===== config.mk =====
export PLATFORM = sky130hd
export DESIGN_NAME = oesc_control
export DESIGN_NICKNAME = d
export VERILOG_FILES = /design/src/common/oesc_pkg.sv /design/src/logic/oesc_control.sv
export VERILOG_INCLUDE_DIRS = /design/src /design/src/common
export SDC_FILE = /design/constraint.sdc
export NUM_CORES = 1
export LEC_CHECK = 0
export BUFFER_PORTS_ARGS = -buffer_cell sky130_fd_sc_hd__buf_2
export CAP_MARGIN = 10
export CELL_PAD_IN_SITES_DETAIL_PLACEMENT = 2
export CELL_PAD_IN_SITES_GLOBAL_PLACEMENT = 2
export CORE_AREA = 2 2 111 113
export CTS_BUF_LIST = sky130_fd_sc_hd__clkbuf_4 sky130_fd_sc_hd__clkbuf_8
export CTS_CLUSTER_DIAMETER = 120
export DETAILED_ROUTE_END_ITERATION = 16
export DIE_AREA = 0 0 113 115
export PLACE_DENSITY_LB_ADDON = 0.15
export SLEW_MARGIN = 0
export SYNTH_ARGS = -nofsm -noshare
export SYNTH_HDL_FRONTEND = slang
export SYNTH_SLANG_ARGS = --single-unit

===== constraint.sdc =====
create_clock -name clock -period 1.5 [get_ports clock]
set_clock_uncertainty 0.15 [all_clocks]
set_input_delay 0.45 -clock clock [delete_from_list [all_inputs] [get_ports clock]]
set_output_delay 0.45 -clock clock [all_outputs]
set_load 0.02 [all_outputs]

===== src/common/oesc_map.svh =====
`ifndef OESC_MAP_SVH
`define OESC_MAP_SVH
`define OESC_NUM_OUT 12
`define OESC_NUM_DOM 10
`define OESC_OE_GRPA_MASK 12'h00f
`define OESC_OE_GRPB_MASK 12'hff0
`define OESC_OUT_DEFAULT 12'h000
`define OESC_POL_DEFAULT 12'h000
`define OESC_PD_DEFAULT 10'h000
`define OESC_OTP_WORDS 8'h08
`define OESC_EEP_WORDS 8'hb4
`define OESC_WORD_ZERO 8'h00
`define OESC_ONE_WORD 8'h01
`define OESC_OE_PINS_OFF 2'h0
`define OESC_NUM_FRAC_DOM 8
`define OESC_OUTS_PER_INT_DOM 2
`endif


===== src/common/oesc_pkg.sv =====
package oesc_pkg;
   typedef enum logic [2:0]
   {
      oesc_st_reset = 3'b000,
      oesc_st_otp = 3'b001,
      oesc_st_eep_req = 3'b010,
      oesc_st_eep = 3'b011,
      oesc_st_lock = 3'b100,
      oesc_st_run = 3'b101
   } oesc_state_type;
   typedef logic [11:0] oesc_out_vec_type;
   typedef logic [9:0] oesc_dom_vec_type;
endpackage


===== src/logic/oesc_control.sv =====
`timescale 1ns/1ps
`include "oesc_map.svh"
// Behaviour
// - Disabled outputs float, never driven.
// - Per-output inversion gives 180 degrees.
// - CMOS pairs toggle both pins alike.
// - CMOS pair pins aligned or inverted.
// - Selection bit zero: pins gate outputs.
// - Selection bit one: per-output bits gate.
// - Pin codes map to output groups.
// - Ten output domains power down separately.
// - EEPROM values replace one-time memory values.
// - Serial writes accepted after init, lost on reset.
// - Either reset source holds the reset state.
// - Reset forces defaults and idle machines.
// - Serial port silent while in reset.
// - All outputs disabled during reset.
// - Reset clears all alarm bits.
// - Leave reset after both sources release.
// - Load memory block, then choose source.
// - Serial port and PLL start after load.
// - Lock, then sync dividers and start skew together.
// - Serial slave reaches every register.
// - Master only reads EEPROM, never writes.
// - Contend for bus before EEPROM read.
// - NACK or CRC error aborts, flags failure.
module oesc_control
(
   input wire logic clock,
   input wire logic rst,
   input wire logic por_active,
   input wire logic master_reset_n,
   input wire logic [1:0] oe_pins,
   input wire logic enable_source_select,
   input wire oesc_pkg::oesc_out_vec_type per_output_enable_bits,
   input wire oesc_pkg::oesc_out_vec_type output_invert,
   input wire oesc_pkg::oesc_out_vec_type cmos_mode,
   input wire oesc_pkg::oesc_out_vec_type cmos_pair_invert,
   input wire oesc_pkg::oesc_dom_vec_type domain_power_down,
   input wire logic [11:0] clock_sources,
   input wire logic eeprom_boot_enable,
   input wire logic otp_word_valid,
   input wire logic bus_granted,
   input wire logic eep_word_valid,
   input wire logic eep_nack,
   input wire logic eep_crc_error,
   input wire logic reg_write_strobe,
   input wire logic pll_locked,
   input wire logic alarm_event,
   output logic device_in_reset,
   output logic otp_load_active,
   output logic load_from_eeprom,
   output logic bus_request,
   output logic eep_read_active,
   output logic serial_port_enable,
   output logic reg_write_accept,
   output logic pll_lock_enable,
   output logic divider_sync,
   output logic skew_enable,
   output logic boot_failure_flag,
   output logic alarm_status,
   output logic [11:0] clock_outputs,
   output logic [11:0] clock_outputs_oe_n,
   output logic [11:0] complementary_output_pin,
   output logic [11:0] complementary_output_oe_n
);
   import oesc_pkg::*;

   // ***************************************************
   // Reset synchroniser
   // ***************************************************
   logic mr_s1;
   logic mr_s2;
   logic mr_s3;
   logic mr_stable;
   logic por_s1;
   logic por_s2;
   logic por_s3;
   logic por_stable;
   logic in_reset;

   always_ff @(posedge clock)
   begin
      mr_s1 <= master_reset_n;
      mr_s2 <= mr_s1;
      mr_s3 <= mr_s2;
      por_s1 <= por_active;
      por_s2 <= por_s1;
      por_s3 <= por_s2;
   end

   // Change counts once the last two stages agree
   always_ff @(posedge clock)
   begin
      if (rst)
      begin
         mr_stable <= 1'b0;
         por_stable <= 1'b1;
      end
      else
      begin
         if (mr_s2 == mr_s3)
            mr_stable <= mr_s3;
         if (por_s2 == por_s3)
            por_stable <= por_s3;
      end
   end

   // Either source holds reset; exit once both have cleared
   assign in_reset = rst || por_stable || !mr_stable;

   always_ff @(posedge clock)
   begin
      if (rst)
         device_in_reset <= 1'b1;
      else
         device_in_reset <= in_reset;
   end

   // ***************************************************
   // Enable pin synchroniser
   // ***************************************************
   logic [1:0] oe_s1;
   logic [1:0] oe_s2;
   logic [1:0] oe_s3;
   logic [1:0] oe_stable;

   // Board pins run free of the core clock
   always_ff @(posedge clock)
   begin
      oe_s1 <= oe_pins;
      oe_s2 <= oe_s1;
      oe_s3 <= oe_s2;
   end

   always_ff @(posedge clock)
   begin
      if (in_reset)
         oe_stable <= `OESC_OE_PINS_OFF;
      else if (oe_s2 == oe_s3)
         oe_stable <= oe_s3;
   end

   // ***************************************************
   // Start-up sequencer
   // ***************************************************
   oesc_state_type state;
   oesc_state_type next_state;
   logic [7:0] word_count;

   always_comb
   begin
      next_state = state;
      unique case (state)
         oesc_st_reset:
            next_state = oesc_st_otp;
         oesc_st_otp:
            if (otp_word_valid && word_count == `OESC_OTP_WORDS - `OESC_ONE_WORD)
               next_state = eeprom_boot_enable ? oesc_st_eep_req : oesc_st_lock;
         oesc_st_eep_req:
            if (bus_granted)
               next_state = oesc_st_eep;
         oesc_st_eep:
            if (eep_nack || eep_crc_error)
               next_state = oesc_st_lock;
            else if (eep_word_valid && word_count == `OESC_EEP_WORDS - `OESC_ONE_WORD)
               next_state = oesc_st_lock;
         oesc_st_lock:
            if (pll_locked)
               next_state = oesc_st_run;
         oesc_st_run:
            next_state = oesc_st_run;
         default:
            next_state = oesc_st_reset;
      endcase
   end

   always_ff @(posedge clock)
   begin
      if (in_reset)
         state <= oesc_st_reset;
      else
         state <= next_state;
   end

   // OTP counts from zero; EEPROM picks up after the OTP block
   always_ff @(posedge clock)
   begin
      if (in_reset || state == oesc_st_reset)
         word_count <= `OESC_WORD_ZERO;
      else if ((state == oesc_st_otp && otp_word_valid)
         || (state == oesc_st_eep && eep_word_valid))
         word_count <= word_count + `OESC_ONE_WORD;
   end

   // Load phase indicators
   always_ff @(posedge clock)
   begin
      if (in_reset)
      begin
         otp_load_active <= 1'b0;
         load_from_eeprom <= 1'b0;
         eep_read_active <= 1'b0;
      end
      else
      begin
         otp_load_active <= next_state == oesc_st_otp;
         load_from_eeprom <= next_state == oesc_st_eep;
         eep_read_active <= next_state == oesc_st_eep;
      end
   end

   // Bus held from request through the whole read
   always_ff @(posedge clock)
   begin
      if (in_reset)
         bus_request <= 1'b0;
      else
         bus_request <= next_state == oesc_st_eep_req || next_state == oesc_st_eep;
   end

   // Port and PLL wait for the load to finish or abort
   always_ff @(posedge clock)
   begin
      if (in_reset)
      begin
         serial_port_enable <= 1'b0;
         pll_lock_enable <= 1'b0;
      end
      else
      begin
         serial_port_enable <= next_state == oesc_st_lock || next_state == oesc_st_run;
         pll_lock_enable <= next_state == oesc_st_lock || next_state == oesc_st_run;
      end
   end

   always_ff @(posedge clock)
   begin
      if (in_reset)
         skew_enable <= 1'b0;
      else
         skew_enable <= next_state == oesc_st_run;
   end

   // Writes only count once the port is open
   always_ff @(posedge clock)
   begin
      if (in_reset)
         reg_write_accept <= 1'b0;
      else
         reg_write_accept <= reg_write_strobe && serial_port_enable;
   end

   // Single pulse on the edge that leaves the lock wait
   always_ff @(posedge clock)
   begin
      if (in_reset)
         divider_sync <= 1'b0;
      else
         divider_sync <= state == oesc_st_lock && pll_locked;
   end

   // ***************************************************
   // Status
   // ***************************************************
   // Sticky until the next reset
   always_ff @(posedge clock)
   begin
      if (in_reset)
         boot_failure_flag <= 1'b0;
      else if (state == oesc_st_eep && (eep_nack || eep_crc_error))
         boot_failure_flag <= 1'b1;
   end

   always_ff @(posedge clock)
   begin
      if (in_reset)
         alarm_status <= 1'b0;
      else if (alarm_event)
         alarm_status <= 1'b1;
   end

   // ***************************************************
   // Output enables and drive
   // ***************************************************
   oesc_out_vec_type pin_enable;
   oesc_out_vec_type chosen_enable;
   oesc_out_vec_type powered;

   always_comb
   begin
      pin_enable = `OESC_OUT_DEFAULT;
      if (oe_stable[0])
         pin_enable = pin_enable | `OESC_OE_GRPA_MASK;
      if (oe_stable[1])
         pin_enable = pin_enable | `OESC_OE_GRPB_MASK;
   end

   genvar gi;
   generate
      for (gi = 0; gi < `OESC_NUM_OUT; gi = gi + 1)
      begin : g_out
         // Outputs 8-9 share domain 8, 10-11 share domain 9
         localparam int dom = (gi < `OESC_NUM_FRAC_DOM) ? gi
            : `OESC_NUM_FRAC_DOM + (gi - `OESC_NUM_FRAC_DOM) / `OESC_OUTS_PER_INT_DOM;
         assign powered[gi] = !domain_power_down[dom];
      end
   endgenerate

   assign chosen_enable = enable_source_select ? per_output_enable_bits : pin_enable;

   // Output levels
   always_ff @(posedge clock)
   begin
      if (in_reset)
      begin
         clock_outputs <= `OESC_OUT_DEFAULT;
         complementary_output_pin <= `OESC_OUT_DEFAULT;
      end
      else
      begin
         clock_outputs <= clock_sources ^ output_invert;
         // CMOS: same level unless pair inversion; otherwise differential
         complementary_output_pin <= (clock_sources ^ output_invert)
            ^ ~(cmos_mode & ~cmos_pair_invert);
      end
   end

   // Both pins of a pair share one enable
   always_ff @(posedge clock)
   begin
      if (in_reset)
      begin
         clock_outputs_oe_n <= ~`OESC_OUT_DEFAULT;
         complementary_output_oe_n <= ~`OESC_OUT_DEFAULT;
      end
      else
      begin
         clock_outputs_oe_n <= ~(chosen_enable & powered);
         complementary_output_oe_n <= ~(chosen_enable & powered);
      end
   end
endmodule


Word-level counts from Yosys, hierarchy flattened
Cells that the tools add are included.
- RAM bits: 0
- bits of input ports: 86
- output and inout port bits: 60
- bits in read-only memories: 0
- logic and storage cells: 86
- bits in registers: 73
- latch bits: 0
- memories: 0
- $add $sub $neg: 1
- multiply operators: 0
- shift-type cells: 0
- div/mod/pow operators: 0
- reductions and logical operators: 26
- bitwise gates (word level): 7
- multiplexer cells: 10
- equal/unequal tests: 15
- magnitude comparators: 0
- operators by type and width (cell ; number):
    $not 12->12 ; 3
    $and 12x12->12 ; 2
    $mux 12 ; 2
    $xor 12x12->12 ; 2
    $mux 3 ; 6
    $pmux 3 s6 ; 1
    $eq 3x2->1 const B ; 4
    $eq 3x3->1 const B ; 4
    $logic_not 1->1 ; 11
    $add 8x1->8 const B ; 1
    $eq 8x3->1 const B ; 1
    $eq 8x8->1 const B ; 1
    $logic_and 1x1->1 ; 7
    $logic_or 1x1->1 ; 7
    $eq 3x1->1 const B ; 2
    $mux 4 ; 1
    $logic_not 3->1 ; 1
    $eq 1x1->1 ; 2
    $eq 2x2->1 ; 1

Logic depth before layout (Yosys ltp)
Gate-level depths: netlist of run 1.
- depth after elaboration: 7
- gate-level depth with buffers: 5
- depth with buffers taken out: 5

Least setup slack after synthesis of run 1
OpenSTA, ideal clock, no wires.
- kind: input-to-reg
- start point: input rst
- end point: register complementary_output_oe_n[10]
- library setup time: 0.127 ns
- cell stages on the path: 4
- arrival: 1.314 ns
- path slack: -0.091 ns
- buffers on the path: 1
- data required time: 1.223 ns
- cell sequence: nor3b_4 > inv_2 > clkbuf_1 > or3_1
- word-level cells in the longest chain between the ends: 2
- RTL lines (what ; RTL line ; source):
    start, declared ; oesc_control.sv:30 ; input wire logic rst,
    $logic_or 1x1->1 (2 in a row) ; oesc_control.sv:110 ; assign in_reset = rst || por_stable || !mr_stable;
    end signal, assigned ; oesc_control.sv:335 ; complementary_output_oe_n <= ~`OESC_OUT_DEFAULT;
    end signal, assigned ; oesc_control.sv:340 ; complementary_output_oe_n <= ~(chosen_enable & powered);
    end, declared ; oesc_control.sv:65 ; output logic [11:0] complementary_output_oe_n
No other way between the ends.
A chain may end at the register's enable or synchronous reset.

Worst setup path after layout of run 1
- start point: register word_count[0]
- end point: register otp_load_active
- word-level cells in the longest chain between the ends: 6
- elaborated cells on any way between the ends: 9
- classes of those cells: 3 x eq/ne; 4 x mux; 2 x reduce/logical
- RTL lines (what ; RTL line ; source):
    start, declared ; oesc_control.sv:149 ; logic [7:0] word_count;
    start signal, assigned ; oesc_control.sv:190 ; word_count <= `OESC_WORD_ZERO;
    start signal, assigned ; oesc_control.sv:193 ; word_count <= word_count + `OESC_ONE_WORD;
    $eq 8x8->1 (no line) ; n/a ;
    $logic_and 1x1->1 (no line) ; n/a ;
    $mux 3 ; oesc_control.sv:166 ; else if (eep_word_valid && word_count == `OESC_EEP_WORDS - `OESC_ONE_WORD)
    $mux 3 ; oesc_control.sv:164 ; if (eep_nack || eep_crc_error)
    $pmux 3 s6 * ; oesc_control.sv:154 ; unique case (state)
    $eq 3x1->1 * ; oesc_control.sv:207 ; otp_load_active <= next_state == oesc_st_otp;
    end signal, assigned ; oesc_control.sv:207 ;
    end, declared ; oesc_control.sv:51 ; output logic otp_load_active,
Every way passes the cells marked *; elsewhere a longest branch is shown, timed or not.

==> summary.txt, run 1 <==
Outcome
  – Status: finished with violations
  – Failing checks: design-rule violations, negative setup slack

Clock network
  – Clock Sinks: 73
  – Clock Tree Buf Depth: 2
  – CTS Buf Count: 9
  – Clk_lat worst skew: 0.35 ns
  – TritonCTS clock tree: done
  – Root buffer cell: clkbuf_8
  – Post-CTS Hold Fix Bufs: 0
  – Clock Pin Slew Worst Setup and Hold Paths: 0.08 ns
  – H-tree Lvls: 3

Final layout
  – Fill cell count: 1318
  – Utilization after layout: 34.2%
  – Most frequent cells in the layout: 140 x buf_2, 61 x dfxtp_1, 39 x nor2_1
  – Synthesis-to-finish area growth: 50.7%
  – Post-route cell area: 0.00404 mm²
  – Layout cells sized above 1: 52.1%
  – Fin cells: 579
  – Most common cell after layout, fill and taps aside: buf_2
  – Fin nets: 514
  – # diodes: 0

Critical path
  – CP Capture Type: flip-flop
  – R2R setup slack: -0.07 ns
  – Worst Setup Start Kind: flip-flop
  – CP Class: flip-flop to flip-flop
  – CP cell instances: ha_4 -> nor3b_4 -> nand4_1 -> buf_4 -> buf_6 -> nor4b_4
  – CP endpoint: otp_load_active
  – Reg2reg end: otp_load_active
  – Worst reg2reg path depth: 6
  – CP Data Required Time: 1.59 ns
  – Slowest CP cell: dfxtp_2
  – CP arrival: 1.66 ns
  – Reg2reg start: word_count[0]
  – Critical Path Max Stage Delay: 0.36 ns
  – Critical Path Source: word_count[0]
  – CP Max Fanout: 3

Detailed routing
  – Initial DRC Count: 49
  – Routed Antenna Nets: 0
  – Total Routed Length: 8060 µm
  – DR DRC count: 8
  – DR vias: 2418
  – WL/cell: 13.9 µm
  – Drt pass-1 iters: 10
  – Average vias per placed instance: 4.18

Logic synthesis
  – Dominant synthesized flop cell: dfxtp_1
  – Area share of the largest cell type after synthesis: 54.5%
  – Netlist Area Pre-Place: 0.00268 mm²
  – Syn Nets: 349
  – Fraction of registers with async set/reset: 0%
  – Avg Cell Area, Syn: 10.2 µm²
  – Cells after synthesis: 262
  – Count of cell types in the netlist: 44
  – Yosys reg bits: 73
  – Yosys warns: 0
  – Sequential share of the synthesized area: 54.5%
  – Area contributors post-synth: dfxtp_1 55%, xnor2_1 8.8%, nor2_1 5.5%
  – Post-synth EDFFs: 0
  – Cell taking the most area after synthesis: dfxtp_1

GRT
  – Grt total ovfl: 0
  – Vias in the first global route: 2658
  – Initial antenna violation count: 0
  – Gr usage total: 12.9%
  – First-pass GRT wire length: 13000 µm
  – Largest net degree at the start of global routing: 27

Die
  – DIE HEIGHT: 115 µm
  – Die span in x: 113 µm
  – Top Ports: 146
  – Die ar.: 0.0130 mm²
  – Core area: 0.0118 mm²
  – Starting density of the core: 22.7%
  – Standard-cell rows: 40

Timing
  – Total negative slack: -0.301 ns
  – RSZ-0062 raised after global routing: true
  – Max frequency: 636 MHz
  – Post-route setup slack: -0.0726 ns
  – Worst-Margin Slew: 0.308 ns
  – Pins Over Slew Limit: 0
  – Final setup vio count: 7
  – Hold violation count in the final report: 0
  – Tcrit/Tclk final: 105%
  – Slew HR: 79.2%
  – Final hold slack: 0.0460 ns
  – Min Tclk post-route: 1.57 ns

Worst hold path
  – Hold Crit Class: primary input to flip-flop

Placed design
  – RD Place Congestion: 0.745
  – Post-DP Area: 0.00364 mm²
  – I/O Buffers: 145
  – Number of instances in the placed design: 556
  – Setup WS pre-CTS: -0.168 ns
  – Post-DP HPWL: 6060 µm

Flow run
  – Number of max-cap violations: 0

Pwr
  – Power Total: 3.84 mW
  – PD cells: 951 mW/mm²
  – Leak Pwr: 1.80 nW
  – Maximum vdd drop: 0.310 mV
-- area by class of cell --
type	count	area [µm²]	share of cell area, %
flip-flops and latches	73	1480	36.6
multi-input cells	166	1190	29.5
repair buffers	175	987	24.4
well taps	147	184	4.55
clock buffers	10	131	3.25
clock inverters	6	58.8	1.46
inverters	2	7.51	0.186
-- metal layers --
layer / part of all wire [%] / global-route usage (%)
met1: 41 / 14.6
met2: 47 / 21.1
met3: 10 / 4.80
met4: 1.9 / 7.07
met5: 0 / 0
-- logic make-up after synthesis --
| group | share of synthesized area [%] |
|---|---|
| and+or+nand+nor | 20.4 |
| DFF | 54.5 |
| AOI/OAI and AO/OA | 7.98 |
| xor gates and xnor gates | 10.5 |
| buffers and inverters | 5.42 |
| muxes | 0.794 |
| adders and majority gates | 0.467 |
-- where the power goes --
group	switching [mW]	internal [mW]
Combinational	0.136	0.186
Sequential	0.0146	1.96
Clock	0.763	0.779
Total	0.914	2.93
-- registers in the layout (all words and copies together) (netlist names), 2 cells and up --
name	count
complementary_output_pin	12
state	3
oe_stable	2
complementary_output_oe_n	12
oe_s2	2
oe_s1	2
oe_s3	2
word_count	8
clock_outputs	12
-- cell usage after synthesis (2+ instances only) --
cell,number
nor4b_1,2
nand2b_1,2
xnor2_1,27
nand4_1,5
nor2b_1,16
o21ai_0,3
and2_1,3
or3_1,13
a21oi_1,15
buf_4,15
a31o_1,2
buf_2,2
nor2_1,39
nand2_1,3
dfxtp_1,73
o22ai_1,2
nand3_1,2
a22oi_1,2
nor3b_1,2
xor2_1,5
clkbuf_1,4
a21o_1,2
and3_1,2
-- worst min-delay path by stage --
| stage | start | endpoint | slack [ns] | depth (start not counted) |
|---|---|---|---|---|
| detailed placement | por_s1 | por_s2 | 0.16 | 0 |
| floorplan | mr_s1 | mr_s2 | 0.16 | 0 |
| finish | por_active | por_s1 | 0.05 | 1 |
| global route | por_active | por_s1 | 0.03 | 1 |
| global placement | mr_s1 | mr_s2 | 0.16 | 0 |
| CTS | por_active | por_s1 | 0.03 | 1 |
-- worst max-delay path: cells and delay by family (launching register included) --
family / cells / cell delay [ns]
adders and majority gates: 1 / 0.15
buffers and inverters: 2 / 0.31
DFF: 1 / 0.36
and+or+nand+nor: 3 / 0.48
-- timing repair --
item	4_1_cts	5_1_grt
resized for setup	20	21
buffers inserted	4	3
endpoints found under the setup margin	12	28
pin swaps	6	7
Power figures use the tool's default switching activity.
==> inputs of run 2 (changes only) <==
- CELL_PAD_IN_SITES_DETAIL_PLACEMENT: 2 -> 1
- CELL_PAD_IN_SITES_GLOBAL_PLACEMENT: 2 -> 1
- CORE_AREA: 2 2 111 113 -> 2 2 98 100
- DIE_AREA: 0 0 113 115 -> 0 0 100 102
==> run 2 against run 1 <==
  * The run ends with negative setup slack left
  * Final cell count shrank 6.9%
  * Sequential power is essentially flat
  * Register-to-register slack gained 0.02 ns
  * Combinational power shrank 4%
  * Critical endpoint is now state[2]
  * Highest routed layer unchanged
==> summary.txt, run 2 (synthesis gave the netlist of run 1 again) <==
Outcome
  – Status: finished with violations
  – Failing checks: negative setup slack

Timing
  – Final setup vio count: 6 (-1)
  – Min Tclk post-route: 1.55 ns (-0.0224 ns)
  – RSZ-0062 raised after global routing: true
  – Pins Over Slew Limit: 0 (unchanged)
  – Hold violation count in the final report: 0 (unchanged)
  – Worst-Margin Slew: 0.312 ns (+0.00413 ns)
  – Max frequency: 645 MHz (+1.4%)
  – Total negative slack: -0.229 ns (+0.0726 ns)
  – Post-route setup slack: -0.0503 ns (+0.0224 ns)
  – Slew HR: 79.1% (-0.093 points)
  – Tcrit/Tclk final: 103% (-1.5 points)

Final layout
  – Largest regs: clock_outputs x12, complementary_output_oe_n x12, complementary_output_pin x12
  – # diodes: 0 (unchanged)
  – Post-route cell area: 0.00403 mm² (-0.22%)
  – Synthesis-to-finish area growth: 50.4%
  – Fin nets: 510 (-0.78%)
  – Utilization after layout: 44.3% (+10 points)
  – Most frequent cells in the layout: 131 x buf_2, 63 x dfxtp_1, 39 x nor2_1
  – Fin cells: 539 (-6.9%)
  – Layout cells sized above 1: 51.4% (-0.68 points)
  – Most common cell after layout, fill and taps aside: buf_2

Detailed routing
  – DR vias: 2355 (-2.6%)
  – Total Routed Length: 6890 µm (-14%)
  – Average vias per placed instance: 4.37 (+4.6%)
  – WL/cell: 12.8 µm (-8.1%)
  – Initial DRC Count: 24 (-51%)
  – Routed Antenna Nets: 0 (unchanged)
  – Drt pass-1 iters: 2 (-8)
  – DR DRC count: 0 (-8)

Critical path
  – CP Class: flip-flop to flip-flop
  – CP Max Fanout: 6 (+3)
  – CP arrival: 1.69 ns (+0.03 ns)
  – CP Capture Type: flip-flop
  – CP Data Required Time: 1.64 ns (+0.05 ns)
  – Worst Setup Start Kind: flip-flop

Pwr
  – Power share of the clock group: 45.4% (+5.3 points)
  – Maximum vdd drop: 0.496 mV (+60%)
  – Flop pwr share: 47.2% (-4.3 points)
  – P_sw: 0.890 mW (-2.6%)
  – Power Internal: 3.30 mW (+13%)
  – PD cells: 1040 mW/mm² (+9.3%)
  – Combinational power share: 7.4% (-1.0 points)
  – Switching Share: 21.2% (-2.6 points)
  – Leak Pwr: 1.80 nW (+0.32%)

Clock network
  – Root buffer cell: clkbuf_8
  – Clk_lat worst skew: 0.34 ns (about the same)
  – CTS Buf Count: 9 (unchanged)
  – H-tree Lvls: 3 (unchanged)
  – TritonCTS clock tree: done
  – Clock Sinks: 73 (unchanged)
  – Clock Pin Slew Worst Setup and Hold Paths: 0.08 ns (about the same)
  – Clock Tree Buf Depth: 2 (unchanged)

Die
  – Standard-cell rows: 35 (-13%)
  – DIE HEIGHT: 102 µm (-11%)
  – Starting density of the core: 29.4% (+6.7 points)
  – Die ar.: 0.0102 mm² (-22%)
  – Top Ports: 146 (unchanged)
  – Die span in x: 100 µm (-12%)
  – Core area: 0.00911 mm² (-23%)

GRT
  – Grt total ovfl: 0 (unchanged)
  – Largest net degree at the start of global routing: 25 (-7.4%)
  – First-pass GRT wire length: 11100 µm (-14%)
  – Vias in the first global route: 2418 (-9.0%)
  – Initial antenna violation count: 0 (unchanged)
  – Gr usage total: 14.3% (+1.4 points)

Worst hold path
  – Hold Crit Class: primary input to flip-flop

Placed design
  – I/O Buffers: 145 (unchanged)
  – Post-DP Area: 0.00359 mm² (-1.2%)
  – Number of instances in the placed design: 520 (-6.5%)
  – Post-DP HPWL: 5320 µm (-12%)
  – RD Place Congestion: 0.758 (+1.7%)

Flow run
  – Number of max-cap violations: 0 (unchanged)
[run 2: changes by cell type in the layout (fill, tap and decap cells not counted), sizes merged]
cell      before  now
clkinv         5    2
buf          175  171
clkinvlp       0    1
bufinv         1    3
[run 2: power by group through the flow]
| stage | clock [mW] | sequential (mW) | combinational [mW] |
|---|---|---|---|
| 6_report | 1.90 | 1.98 | 0.309 |
| 5_1_grt | 2.08 | 1.98 | 0.346 |
| 4_1_cts | 1.97 | 1.98 | 0.311 |
| 3_5_place_dp | 0 | 2.03 | 0.310 |
| 3_3_place_gp | 0 | 2.02 | 0.305 |
| 2_1_floorplan | 0 | 2.03 | 0.148 |
[run 2: worst max-delay path, cell delays in order (launching register included)]
cell and delay, ns:
dfxtp_2 0.36, ha_4 0.14, nor3b_4 0.20, buf_4 0.14, a41oi_2 0.11, nor2b_4 0.24, a31o_1 0.17
[run 2: final timing paths]
check	slack (ns)	end	cells past startpoint	from
worst max-delay path	-0.05	state[2]	6	word_count[1]
worst min-delay path	0.05	mr_s1	1	master_reset_n
worst max register to register	-0.05	state[2]	6	word_count[1]
worst min register to register	0.18	por_s2	0	por_s1
[run 2: layout make-up]
type / count / area (µm²)
repair buffers: 171 / 972
multi-input cells: 166 / 1190
clock buffers: 10 / 138
inverters: 2 / 7.51
flip-flops and latches: 73 / 1470
clock inverters: 6 / 115
fillers: 1051 / 5080
well taps: 111 / 139
[run 2: metal layers]
metal | track usage (%) | part of all wire [%] | wire (µm) | up-vias
met3 | 5.95 | 9.9 | 683 | 9
met5 | 0 | 0 | 0 | -
met4 | 7.06 | 1.9 | 129 | 0
li1 | - | - | - | 1183
met1 | 16.5 | 42 | 2910 | 1058
met2 | 23.1 | 46 | 3170 | 105
[run 2: per-stage QoR]
stage | power, mW | setup WS, ns | hold WS, ns
after CTS | 4.26 | -0.136 | 0.0258
after global placement | 2.33 | -0.177 | 0.162
final | 4.19 | -0.0503 | 0.0520
after floorplan | 2.18 | -0.0749 | 0.160
after detailed placement | 2.34 | -0.263 | 0.163
after global routing | 4.41 | -0.115 | 0.0192
[run 2: repair_timing]
action	in CTS	in global routing
buffers inserted	2	3
resized for setup	9	37
hold buffers	0	0
endpoints found under the setup margin	9	37
pin swaps	3	11
==> inputs of run 3 (changes only) <==
- MAX_ROUTING_LAYER: unset -> met4
==> run 3 against run 2 <==
  * The run still ends with negative setup slack left
  * Maximum frequency is essentially flat
  * Critical endpoint unchanged
  * Highest routed layer unchanged
  * Utilization is the same
  * Sequential cell count is the same
  * Critical path depth is the same
==> summary.txt, run 3 (synthesis gave the netlist of run 1 again) <==
Outcome
  – Status: finished with violations
  – Failing checks: negative setup slack

Clock network
  – Clock Pin Slew Worst Setup and Hold Paths: 0.08 ns (about the same)
  – Clock Sinks: 73 (unchanged)
  – H-tree Lvls: 3 (unchanged)
  – Post-CTS Hold Fix Bufs: 0 (unchanged)
  – Clk_lat worst skew: 0.34 ns (about the same)
  – Clock Tree Buf Depth: 2 (unchanged)
  – Root buffer cell: clkbuf_8
  – CTS Buf Count: 9 (unchanged)
  – TritonCTS clock tree: done

Detailed routing
  – Routed Antenna Nets: 0 (unchanged)
  – Total Routed Length: 6940 µm (+0.77%)
  – DR top layer: met4
  – Average vias per placed instance: 4.39 (+0.42%)
  – Routed wl met2: 3160 µm (-0.32%)
  – Initial DRC Count: 15 (-38%)
  – DR DRC count: 0 (unchanged)
  – WL met1: 3080 µm (+5.8%)
  – DR vias: 2365 (+0.42%)
  – Drt pass-1 iters: 3 (+1)
  – WL/cell: 12.9 µm (+0.77%)
  – WL met3: 579 µm (-15%)

GRT
  – Largest net degree at the start of global routing: 25 (unchanged)
  – Gr usage total: 14.8% (+0.47 points)
  – Initial antenna violation count: 0 (unchanged)
  – First-pass GRT wire length: 11100 µm (about the same)
  – Vias in the first global route: 2424 (+0.25%)
  – Grt total ovfl: 0 (unchanged)

Pwr
  – Leak Pwr: 1.80 nW (unchanged)
  – Maximum vdd drop: 0.496 mV (about the same)
  – PD cells: 1040 mW/mm² (about the same)

Final layout
  – # diodes: 0 (unchanged)
  – Largest regs: clock_outputs x12, complementary_output_oe_n x12, complementary_output_pin x12
  – Synthesis-to-finish area growth: 50.4% (unchanged)
  – Most common cell after layout, fill and taps aside: buf_2
  – Fin nets: 510 (unchanged)
  – Layout cells sized above 1: 51.4% (unchanged)
  – Post-route cell area: 0.00403 mm² (unchanged)
  – Most frequent cells in the layout: 131 x buf_2, 63 x dfxtp_1, 39 x nor2_1

Placed design
  – RD Place Congestion: 0.768 (+1.3%)
  – Setup WS pre-CTS: -0.263 ns (unchanged)
  – I/O Buffers: 145 (unchanged)
  – Post-DP Area: 0.00359 mm² (unchanged)
  – Post-DP HPWL: 5320 µm (unchanged)

Timing
  – Min Tclk post-route: 1.55 ns (+0.000601 ns)
  – RSZ-0062 raised after global routing: true
  – Pins Over Slew Limit: 0 (unchanged)
  – Slew HR: 79.1% (about the same)
  – Worst-Margin Slew: 0.312 ns (-0.000241 ns)
  – Final setup vio count: 6 (unchanged)
  – Hold violation count in the final report: 0 (unchanged)
  – Tcrit/Tclk final: 103% (about the same)
  – Post-route setup slack: -0.0509 ns (-0.000601 ns)
  – Max frequency: 645 MHz (about the same)

Critical path
  – CP Class: flip-flop to flip-flop
  – CP cell instances: ha_4 -> nor3b_4 -> buf_4 -> a41oi_2 -> nor2b_4 -> a31o_1
  – Critical Path Max Stage Delay: 0.36 ns (about the same)
  – CP Capture Type: flip-flop
  – CP arrival: 1.69 ns (about the same)
  – CP Data Required Time: 1.64 ns (about the same)
  – Slowest CP cell: dfxtp_2
  – Worst Setup Start Kind: flip-flop
  – CP Max Fanout: 6 (unchanged)

Die
  – DIE HEIGHT: 102 µm (unchanged)
  – Die ar.: 0.0102 mm² (unchanged)
  – Starting density of the core: 29.4% (unchanged)
  – Top Ports: 146 (unchanged)
  – Core area: 0.00911 mm² (unchanged)
  – Standard-cell rows: 35 (unchanged)
  – Die span in x: 100 µm (unchanged)

Worst hold path
  – Hold Crit Class: primary input to flip-flop

Flow run
  – Number of max-cap violations: 0 (unchanged)
run 3: area by class of cell:
class | instances | area, µm²
fill | 1051 | 5080
sequential | 73 | 1470
multi-input combinational | 166 | 1190
timing repair buffer | 171 | 972
tap | 111 | 139
clock buffer | 10 | 138
clock inverter | 6 | 115
inverter | 2 | 7.51
run 3: per-stage QoR:
stage	hold WS, ns	utilization, %	std cells	power (mW)	setup TNS, ns
2_1_floorplan	0.160	-	262	2.18	-0.777
3_3_place_gp	0.162	39.5	520	2.33	-3.17
3_5_place_dp	0.163	39.5	520	2.34	-3.96
4_1_cts	0.0258	42.7	537	4.26	-0.654
5_1_grt	0.0192	44.3	539	4.41	-0.602
6_report	0.0526	44.3	539	4.20	-0.231
run 3: power breakdown:
part | switching, mW | total (mW) | internal, mW
Combinational | 0.128 | 0.309 | 0.181
Clock | 0.750 | 1.91 | 1.16
Sequential | 0.0148 | 1.98 | 1.97
run 3: path summary, 6_finish.rpt:
| path | startpoint | end | slack (ns) | cells after the start |
|---|---|---|---|---|
| setup / recovery | word_count[1] | state[2] | -0.05 | 6 |
| hold reg to reg | por_s1 | por_s2 | 0.18 | 0 |
| setup reg to reg | word_count[1] | state[2] | -0.05 | 6 |
| hold / removal | oe_pins[1] | oe_s1[1] | 0.05 | 1 |
run 3: critical path, delay by kind of cell (launching register included):
| family | cells | cell delay, ns |
|---|---|---|
| flip-flops | 1 | 0.36 |
| adder cells (fa/ha/maj) | 1 | 0.14 |
| buffers and inverters | 1 | 0.14 |
| AND/OR/NAND/NOR | 2 | 0.44 |
| AO/OA/AOI/OAI | 2 | 0.28 |
run 3: routing by layer:
layer  track usage, %  vias to the layer above
li1                 -                     1182
met1             17.3                     1071
met2             23.0                      103
met3             4.92                        9
met4             7.06                        0
met5                -                        -
run 3: timing repair:
item | in CTS | in global routing
buffers inserted | 2 | 3
gates cloned | 0 | 0
pin swaps | 3 | 11
gates resized for setup | 9 | 37
setup endpoints to repair | 9 | 37
